### config.mk
export PLATFORM = sky130hd
export DESIGN_NAME = tw_timer
export DESIGN_NICKNAME = d
export VERILOG_FILES = /design/src/tw_pkg.sv /design/src/tw_timer.sv
export SDC_FILE = /design/constraint.sdc
export NUM_CORES = 1
export LEC_CHECK = 0
export BUFFER_PORTS_ARGS = -buffer_cell sky130_fd_sc_hd__buf_2
export CAP_MARGIN = 20
export CORE_UTILIZATION = 40
export DETAILED_ROUTE_END_ITERATION = 7
export HOLD_SLACK_MARGIN = 0.03
export PLACE_DENSITY = 0.66
export SKIP_CTS_REPAIR_TIMING = 1
export SYNTH_ARGS = -nofsm -noshare
export SYNTH_HDL_FRONTEND = slang
export SYNTH_SLANG_ARGS = --single-unit
### constraint.sdc
create_clock -name mclk_i -period 2.7 [get_ports mclk_i]
set_input_delay 0.135 -clock mclk_i [delete_from_list [all_inputs] [get_ports mclk_i]]
set_output_delay 0.135 -clock mclk_i [all_outputs]
set_load 0.01 [all_outputs]
### src/tw_pkg.sv
// constants, types and register map of the 8-bit waveform timer
package tw_pkg;

   // ----------------------------------------------------------------
   // register map (byte addresses)
   // ----------------------------------------------------------------
   localparam logic [11:0] TW_CTRL_OFF = 12'h000;
   localparam logic [11:0] TW_CNT_OFF = 12'h004;
   localparam logic [11:0] TW_CMP_OFF = 12'h008;
   localparam logic [11:0] TW_STAT_OFF = 12'h00c;

   // ----------------------------------------------------------------
   // control fields
   // ----------------------------------------------------------------
   localparam int TW_MODE_LSB = 0;
   localparam int TW_ACT_LSB = 4;
   localparam int TW_FORCE_BIT = 7;
   localparam int TW_DDR_BIT = 8;
   localparam int TW_PORT_BIT = 9;

   // status fields, write one to clear the flags
   localparam int TW_OVF_BIT = 0;
   localparam int TW_CMF_BIT = 1;
   localparam int TW_WAVE_BIT = 2;
   localparam int TW_DIR_BIT = 3;

   // ----------------------------------------------------------------
   // counter values and reset values
   // ----------------------------------------------------------------
   localparam logic [7:0] TW_BOTTOM = 8'h00;
   localparam logic [7:0] TW_MAX = 8'hff;
   localparam logic [7:0] TW_ONE = 8'h01;
   localparam logic [7:0] TW_CMP_RST = 8'h00;
   localparam logic [31:0] TW_ZERO_WORD = 32'h0000_0000;

   typedef enum logic [1:0] {
      TW_WM_NORMAL = 2'b00,
      TW_WM_PHASE = 2'b01,
      TW_WM_CTC = 2'b10,
      TW_WM_FAST = 2'b11
   } tw_mode_t;

   typedef enum logic [1:0] {
      TW_ACT_NONE = 2'b00,
      TW_ACT_TOGGLE = 2'b01,
      TW_ACT_CLEAR = 2'b10,
      TW_ACT_SET = 2'b11
   } tw_act_t;

endpackage : tw_pkg

### src/tw_timer.sv
// 8-bit timer with one compare channel, four waveform modes, apb registers
//
// Added by the designer: the APB interface to the registers and the register addresses.
`timescale 1ns/100ps
module tw_timer
   import tw_pkg::*;
(
   input wire logic mclk_i,
   input wire logic srst_i,
   input wire logic tmr_tick_i,
   input wire logic psel_i,
   input wire logic penable_i,
   input wire logic pwrite_i,
   input wire logic [11:0] paddr_i,
   input wire logic [31:0] pwdata_i,
   output logic [31:0] prdata_o,
   output logic pready_o,
   output logic pslverr_o,
   output logic waveform_output_o,
   output logic waveform_output_oe_n_o,
   output logic overflow_flag_o,
   output logic compare_match_flag_o
);

   // ----------------------------------------------------------------
   // apb slave
   // ----------------------------------------------------------------
   // one wait state: pready rises in the second access cycle
   logic [31:0] next_prdata;
   logic next_pready;
   logic next_pslverr;
   logic hit;
   logic wr_en;
   logic wr_ctrl;
   logic wr_cnt;
   logic wr_cmp;
   logic wr_stat;

   tw_mode_t waveform_mode_select;
   tw_act_t compare_output_action;
   logic pin_dir_out;
   logic port_level;
   logic [7:0] counter_value;
   logic count_up;
   logic [7:0] compare_value_reg;
   logic [7:0] compare_buf;
   logic match_block;
   logic overflow_flag;
   logic compare_match_flag;
   logic wave;

   always_comb
   begin
      hit = (paddr_i == TW_CTRL_OFF) || (paddr_i == TW_CNT_OFF) ||
            (paddr_i == TW_CMP_OFF) || (paddr_i == TW_STAT_OFF);
      wr_en = psel_i && penable_i && pready_o && pwrite_i && hit;
      wr_ctrl = wr_en && (paddr_i == TW_CTRL_OFF);
      wr_cnt = wr_en && (paddr_i == TW_CNT_OFF);
      wr_cmp = wr_en && (paddr_i == TW_CMP_OFF);
      wr_stat = wr_en && (paddr_i == TW_STAT_OFF);
      next_pready = psel_i && penable_i && !pready_o;
      next_pslverr = next_pready && !hit;
      next_prdata = prdata_o;
      if (next_pready && !pwrite_i)
      begin
         next_prdata = TW_ZERO_WORD;
         case (paddr_i)
            TW_CTRL_OFF:
            begin
               // force strobe always reads zero
               next_prdata[TW_MODE_LSB +: 2] = waveform_mode_select;
               next_prdata[TW_ACT_LSB +: 2] = compare_output_action;
               next_prdata[TW_DDR_BIT] = pin_dir_out;
               next_prdata[TW_PORT_BIT] = port_level;
            end
            TW_CNT_OFF: next_prdata[7:0] = counter_value;
            TW_CMP_OFF: next_prdata[7:0] = compare_buf;
            TW_STAT_OFF:
            begin
               next_prdata[TW_OVF_BIT] = overflow_flag;
               next_prdata[TW_CMF_BIT] = compare_match_flag;
               next_prdata[TW_WAVE_BIT] = wave;
               next_prdata[TW_DIR_BIT] = count_up;
            end
            default: next_prdata = TW_ZERO_WORD;
         endcase
      end
   end

   always_ff @(posedge mclk_i)
   begin
      if (srst_i)
      begin
         prdata_o <= TW_ZERO_WORD;
         pready_o <= 1'b0;
         pslverr_o <= 1'b0;
      end
      else
      begin
         prdata_o <= next_prdata;
         pready_o <= next_pready;
         pslverr_o <= next_pslverr;
      end
   end

   // ----------------------------------------------------------------
   // configuration
   // ----------------------------------------------------------------
   tw_mode_t next_mode;
   tw_act_t next_act;
   logic next_dir_out;
   logic next_port;
   logic pwm_mode;
   logic force_now;

   always_comb
   begin
      next_mode = waveform_mode_select;
      next_act = compare_output_action;
      next_dir_out = pin_dir_out;
      next_port = port_level;
      if (wr_ctrl)
      begin
         next_mode = tw_mode_t'(pwdata_i[TW_MODE_LSB +: 2]);
         next_act = tw_act_t'(pwdata_i[TW_ACT_LSB +: 2]);
         next_dir_out = pwdata_i[TW_DDR_BIT];
         next_port = pwdata_i[TW_PORT_BIT];
      end
   end

   always_ff @(posedge mclk_i)
   begin
      if (srst_i)
      begin
         waveform_mode_select <= TW_WM_NORMAL;
         compare_output_action <= TW_ACT_NONE;
         pin_dir_out <= 1'b0;
         port_level <= 1'b0;
      end
      else
      begin
         waveform_mode_select <= next_mode;
         compare_output_action <= next_act;
         pin_dir_out <= next_dir_out;
         port_level <= next_port;
      end
   end

   // ----------------------------------------------------------------
   // counter unit and compare register
   // ----------------------------------------------------------------
   // the sequence depends on the mode only, never on the action
   logic [7:0] next_cnt;
   logic next_up;
   logic [7:0] next_ocr;
   logic [7:0] next_buf;
   logic next_block;
   logic at_max;
   logic at_bottom;
   logic match;

   always_comb
   begin
      pwm_mode = (waveform_mode_select == TW_WM_FAST) || (waveform_mode_select == TW_WM_PHASE);
      at_max = (counter_value == TW_MAX);
      at_bottom = (counter_value == TW_BOTTOM);
      // a counter write masks the match of the following tick
      match = tmr_tick_i && !match_block && (counter_value == compare_value_reg);
      next_cnt = counter_value;
      next_up = count_up;
      next_ocr = compare_value_reg;
      next_buf = compare_buf;
      next_block = match_block;
      if (tmr_tick_i)
      begin
         next_block = 1'b0;
         case (waveform_mode_select)
            TW_WM_NORMAL:
            begin
               next_cnt = counter_value + TW_ONE; // wraps FF to 00
               next_up = 1'b1;
            end
            TW_WM_CTC:
            begin
               next_up = 1'b1;
               if (match)
                  next_cnt = TW_BOTTOM;
               else
                  next_cnt = counter_value + TW_ONE; // a missed top runs on to MAX and wraps
            end
            TW_WM_FAST:
            begin
               next_up = 1'b1;
               next_cnt = counter_value + TW_ONE; // MAX is followed by BOTTOM
               if (at_max)
                  next_ocr = compare_buf; // reload at the wrap
            end
            TW_WM_PHASE:
            begin
               // full eight-bit turning points
               if (count_up && at_max)
               begin
                  next_up = 1'b0; // MAX seen once, then down
                  next_cnt = counter_value - TW_ONE;
                  next_ocr = compare_buf; // reload at top
               end
               else if (!count_up && at_bottom)
               begin
                  next_up = 1'b1;
                  next_cnt = counter_value + TW_ONE;
               end
               else if (count_up)
                  next_cnt = counter_value + TW_ONE;
               else
                  next_cnt = counter_value - TW_ONE;
            end
            default: next_cnt = counter_value;
         endcase
      end
      if (waveform_mode_select != TW_WM_PHASE)
         next_up = 1'b1;
      if (wr_cmp)
      begin
         next_buf = pwdata_i[7:0];
         // non-pwm writes reach the comparator at once
         if (!pwm_mode)
            next_ocr = pwdata_i[7:0];
      end
      // software write overrides any count or clear
      if (wr_cnt)
      begin
         next_cnt = pwdata_i[7:0];
         next_block = 1'b1;
      end
   end

   always_ff @(posedge mclk_i)
   begin
      if (srst_i)
      begin
         counter_value <= TW_BOTTOM;
         count_up <= 1'b1;
         compare_value_reg <= TW_CMP_RST;
         compare_buf <= TW_CMP_RST;
         match_block <= 1'b0;
      end
      else
      begin
         counter_value <= next_cnt;
         count_up <= next_up;
         compare_value_reg <= next_ocr;
         compare_buf <= next_buf;
         match_block <= next_block;
      end
   end

   // ----------------------------------------------------------------
   // flags
   // ----------------------------------------------------------------
   // set beats a software clear in the same cycle
   logic next_ovf;
   logic next_cmf;
   logic ovf_set;

   always_comb
   begin
      ovf_set = 1'b0;
      if (tmr_tick_i && !wr_cnt)
      begin
         case (waveform_mode_select)
            TW_WM_NORMAL: ovf_set = at_max; // counter becomes zero
            TW_WM_CTC: ovf_set = at_max && (next_cnt == TW_BOTTOM);
            TW_WM_FAST: ovf_set = at_max;
            TW_WM_PHASE: ovf_set = at_bottom;
            default: ovf_set = 1'b0;
         endcase
      end
      next_ovf = (overflow_flag && !(wr_stat && pwdata_i[TW_OVF_BIT])) || ovf_set;
      next_cmf = (compare_match_flag && !(wr_stat && pwdata_i[TW_CMF_BIT])) || match;
   end

   always_ff @(posedge mclk_i)
   begin
      if (srst_i)
      begin
         overflow_flag <= 1'b0;
         compare_match_flag <= 1'b0;
      end
      else
      begin
         overflow_flag <= next_ovf;
         compare_match_flag <= next_cmf;
      end
   end

   // ----------------------------------------------------------------
   // waveform generator and pin
   // ----------------------------------------------------------------
   logic next_wave;
   logic next_pin;
   logic next_oe_n;
   logic up_phase;
   tw_act_t force_act;

   always_comb
   begin
      // at the turning points the match counts as the far slope
      if (at_bottom)
         up_phase = 1'b1;
      else if (at_max)
         up_phase = 1'b0;
      else
         up_phase = count_up;
      force_act = tw_act_t'(pwdata_i[TW_ACT_LSB +: 2]);
      force_now = wr_ctrl && pwdata_i[TW_FORCE_BIT] &&
                  (tw_mode_t'(pwdata_i[TW_MODE_LSB +: 2]) != TW_WM_FAST) &&
                  (tw_mode_t'(pwdata_i[TW_MODE_LSB +: 2]) != TW_WM_PHASE);
      next_wave = wave;
      case (waveform_mode_select)
         TW_WM_NORMAL, TW_WM_CTC:
         begin
            if (force_now)
            begin
               // forced action uses the setting written with it
               case (force_act)
                  TW_ACT_TOGGLE: next_wave = !wave;
                  TW_ACT_CLEAR: next_wave = 1'b0;
                  TW_ACT_SET: next_wave = 1'b1;
                  default: next_wave = wave;
               endcase
            end
            else if (match)
            begin
               case (compare_output_action)
                  TW_ACT_TOGGLE: next_wave = !wave;
                  TW_ACT_CLEAR: next_wave = 1'b0;
                  TW_ACT_SET: next_wave = 1'b1;
                  default: next_wave = wave;
               endcase
            end
         end
         TW_WM_FAST:
         begin
            // wrap level wins over a match at MAX: constant output
            if (tmr_tick_i && at_max && compare_output_action == TW_ACT_CLEAR)
               next_wave = 1'b1;
            else if (tmr_tick_i && at_max && compare_output_action == TW_ACT_SET)
               next_wave = 1'b0;
            else if (match)
            begin
               case (compare_output_action)
                  TW_ACT_TOGGLE: next_wave = !wave;
                  TW_ACT_CLEAR: next_wave = 1'b0;
                  TW_ACT_SET: next_wave = 1'b1;
                  default: next_wave = wave;
               endcase
            end
         end
         TW_WM_PHASE:
         begin
            if (match)
            begin
               case (compare_output_action)
                  TW_ACT_CLEAR: next_wave = !up_phase;
                  TW_ACT_SET: next_wave = up_phase;
                  default: next_wave = wave; // toggle reserved here
               endcase
            end
         end
         default: next_wave = wave;
      endcase
      // action zero hands the pin back to the port latch
      if (compare_output_action == TW_ACT_NONE)
         next_pin = port_level;
      else
         next_pin = next_wave;
      next_oe_n = !pin_dir_out;
   end

   always_ff @(posedge mclk_i)
   begin
      if (srst_i)
      begin
         wave <= 1'b0;
         waveform_output_o <= 1'b0;
         waveform_output_oe_n_o <= 1'b1;
         overflow_flag_o <= 1'b0;
         compare_match_flag_o <= 1'b0;
      end
      else
      begin
         wave <= next_wave;
         waveform_output_o <= next_pin;
         waveform_output_oe_n_o <= next_oe_n;
         overflow_flag_o <= next_ovf;
         compare_match_flag_o <= next_cmf;
      end
   end
endmodule : tw_timer

==> metrics <==
outcome complete, no violations; total grt overflow 0; dominant synthesized flop cell dfxtp_1; Placed Area about 0.0037 mm²; largest family of logic cells by synthesized area simple AND/OR/NAND/NOR gates; clock-pin slew on the worst setup and hold paths 90 ps; worst path required time 2890 ps; PortBufs 43; Tmin final 2628 ps; reg2reg setup slack 70 ps; Hold Violations, Final 0; mux contribution to synthesized area 0.04778; Async SR Flop Fraction 0; Worst-Skew Late Latency 300 ps; Max Clock Skew approximately 7.6 ps; vias in the first global route 3015; first-pass GRT wire length ~16000 µm; wirelength, routed 9642 µm; TNS Setup 0 ps; Hold Path Cell Cnt 3; Sink Count 49; Power, Total 0.001433 W; Vias between 3000 and 4000; worst-case hold slack 74.66 ps; worst slew pin tran 728.9 ps; H-tree depth 2; Yosys reg bits slightly below 50; Cell Area, Synth 0.003378 mm²; pwr dens around 380 mW/mm²; CP Data Arrival Time 2820 ps; initial antenna violation count 0; Slew Limit Fails 0; GRT Overall Usage 0.2300; YS warnings 0; Die ar. ~0.009 mm²; Adder-Cell Fraction of Synth Area 0.02222; # IOs 88; # rows 33; XOR/XNOR Fraction of Synth Area 0.04148; Leak 1.487 nW; Die Height approximately 94 µm; critical path capture point type register; Simple-Gate Fraction of Synth Area 0.2722; Post-DP HPWL 7395 µm; DR WL/cell 16.54 µm; final instance area 0.003815 mm²; DRT antenna net count 0; Avg Cell Area, Syn 7.856 µm²; DR DRC count 0; Critical Setup Path Class reg2reg; Reg2Reg Depth 9; post-synthesis compound-gate area fraction 0.2241; Nets 533; area added between synthesis and finish 12.93%; crit path max fanout 6; sequential area share after synthesis 0.2904; share of cells above drive strength 1 0.2155; EDFF count, synth 0; GPL Wtd Cong 0.9219; startpoint types register; Max-Cap Viols 0; TritonCTS clock tree yes; Max rail drop VDD 0.0002639 V; Slew HR 0.5140; initial DRC count 315; largest net degree at the start of global routing 27; unrepaired setup endpoints after global routing false; Mapped Cells 430; core area 0.008175 mm²; CTS buffer count 5; max FFs per register 10; hold crit path type in2reg; routed vias/inst 5.762; Distinct cells, synth 62; root buf cell clkbuf_8; Max Buffers Root-to-Sink 2; most flop-heavy register prdata_o; Starting Density 0.4132; # diodes 0; fin crit share 0.9734; Die X 93.90 µm; First-pass DRT Iterations 8; fmax 380.5 MHz; Setup-failing EPs final 0
==> routing by layer <==
layer,share of wire,global-route usage,up-vias
li1,-,-,1619
met1,0.44,0.3019,1574
met2,0.46,0.3723,144
met3,0.072,0.03803,22
met4,0.028,0.09359,0
met5,0,0,-
==> logic make-up after synthesis <==
group,after synthesis
other,1
buffers and inverters,61
adders and majority gates,6
AOI/OAI and AO/OA,101
muxes,16
DFF,49
xor gates and xnor gates,16
and+or+nand+nor,180
==> cell type report <==
| type | instances | area [µm²] |
|---|---|---|
| fill | 815 | 4360 |
| multi-input combinational | 341 | 2153 |
| sequential | 49 | 982.2 |
| timing repair buffer | 68 | 402.9 |
| tap | 105 | 131.4 |
| clock buffer | 6 | 82.58 |
| inverter | 12 | 45.04 |
| clock inverter | 2 | 17.52 |
==> worst paths after layout <==
| check | start | to |
|---|---|---|
| max reg2reg | counter_value[1]$_SDFF_PP0_ | overflow_flag_o$_SDFF_PP0_ |
| max | counter_value[1]$_SDFF_PP0_ | overflow_flag_o$_SDFF_PP0_ |
| min | pwdata_i[9] | port_level$_SDFFE_PP0P_ |
| min reg2reg | pin_dir_out$_SDFFE_PP0P_ | waveform_output_oe_n_o$_SDFF_PP1_ |
==> worst max-delay path, stage by stage (launching register included) <==
cell and delay, ps:
dfxtp_1 470, ha_1 310, nand3_1 270, or2_2 460
a221oi_1 330, a211oi_1 90, a211o_1 250, o311a_1 120
nand4_1 130, o21ai_1 90
==> cells in the final DEF (no fill, tap or decap), types with 4 or more instances in the layout <==
cell        n
a2111oi_2   8
a211oi_1    6
a21oi_1    28
a221oi_1   15
a22oi_1     4
a31oi_1     5
buf_2      43
buf_4      25
clkbuf_8    6
conb_1     22
dfxtp_1    48
ha_1        6
inv_1      12
mux2i_1    15
nand2_1    36
nand3_1    17
nand4_1     6
nor2_1     64
nor2b_1     6
nor3_1     13
nor3b_1     4
nor4_2      5
o21ai_0     9
or3_1       6
xnor2_1     5
xor2_1     11
==> cell usage after synthesis, drive strengths merged (9+ instances only) <==
library cell  count  share of area
o21ai            11          0.016
clkbuf           16          0.018
a2111oi           9          0.038
mux2i            15          0.044
nand3            18          0.028
nor2             65          0.072
a221oi           15          0.039
buf              33          0.070
a21oi            29          0.043
nor3             15          0.026
nand2            38          0.045
xor2             11          0.029
inv              12          0.013
dfxtp            49           0.29
==> stage by stage <==
| stage | std cells | util | setup slack, ps |
|---|---|---|---|
| after floorplan | 451 | - | 436.1 |
| after global placement | 575 | 0.4521 | 209.0 |
| after detailed placement | 575 | 0.4521 | 149.8 |
| after CTS | 583 | 0.4643 | 144.8 |
| after global routing | 583 | 0.4666 | 4.089 |
| final | 583 | 0.4666 | 71.76 |
==> where the power goes <==
part           internal, W  leakage [nW]  total [W]  switching (W)
Sequential        0.000732         0.397   0.000748      0.0000157
Combinational    0.0000857          1.04   0.000213       0.000128
Clock             0.000213        0.0518   0.000472       0.000259
Note: power is estimated with default switching activity, not from simulation.
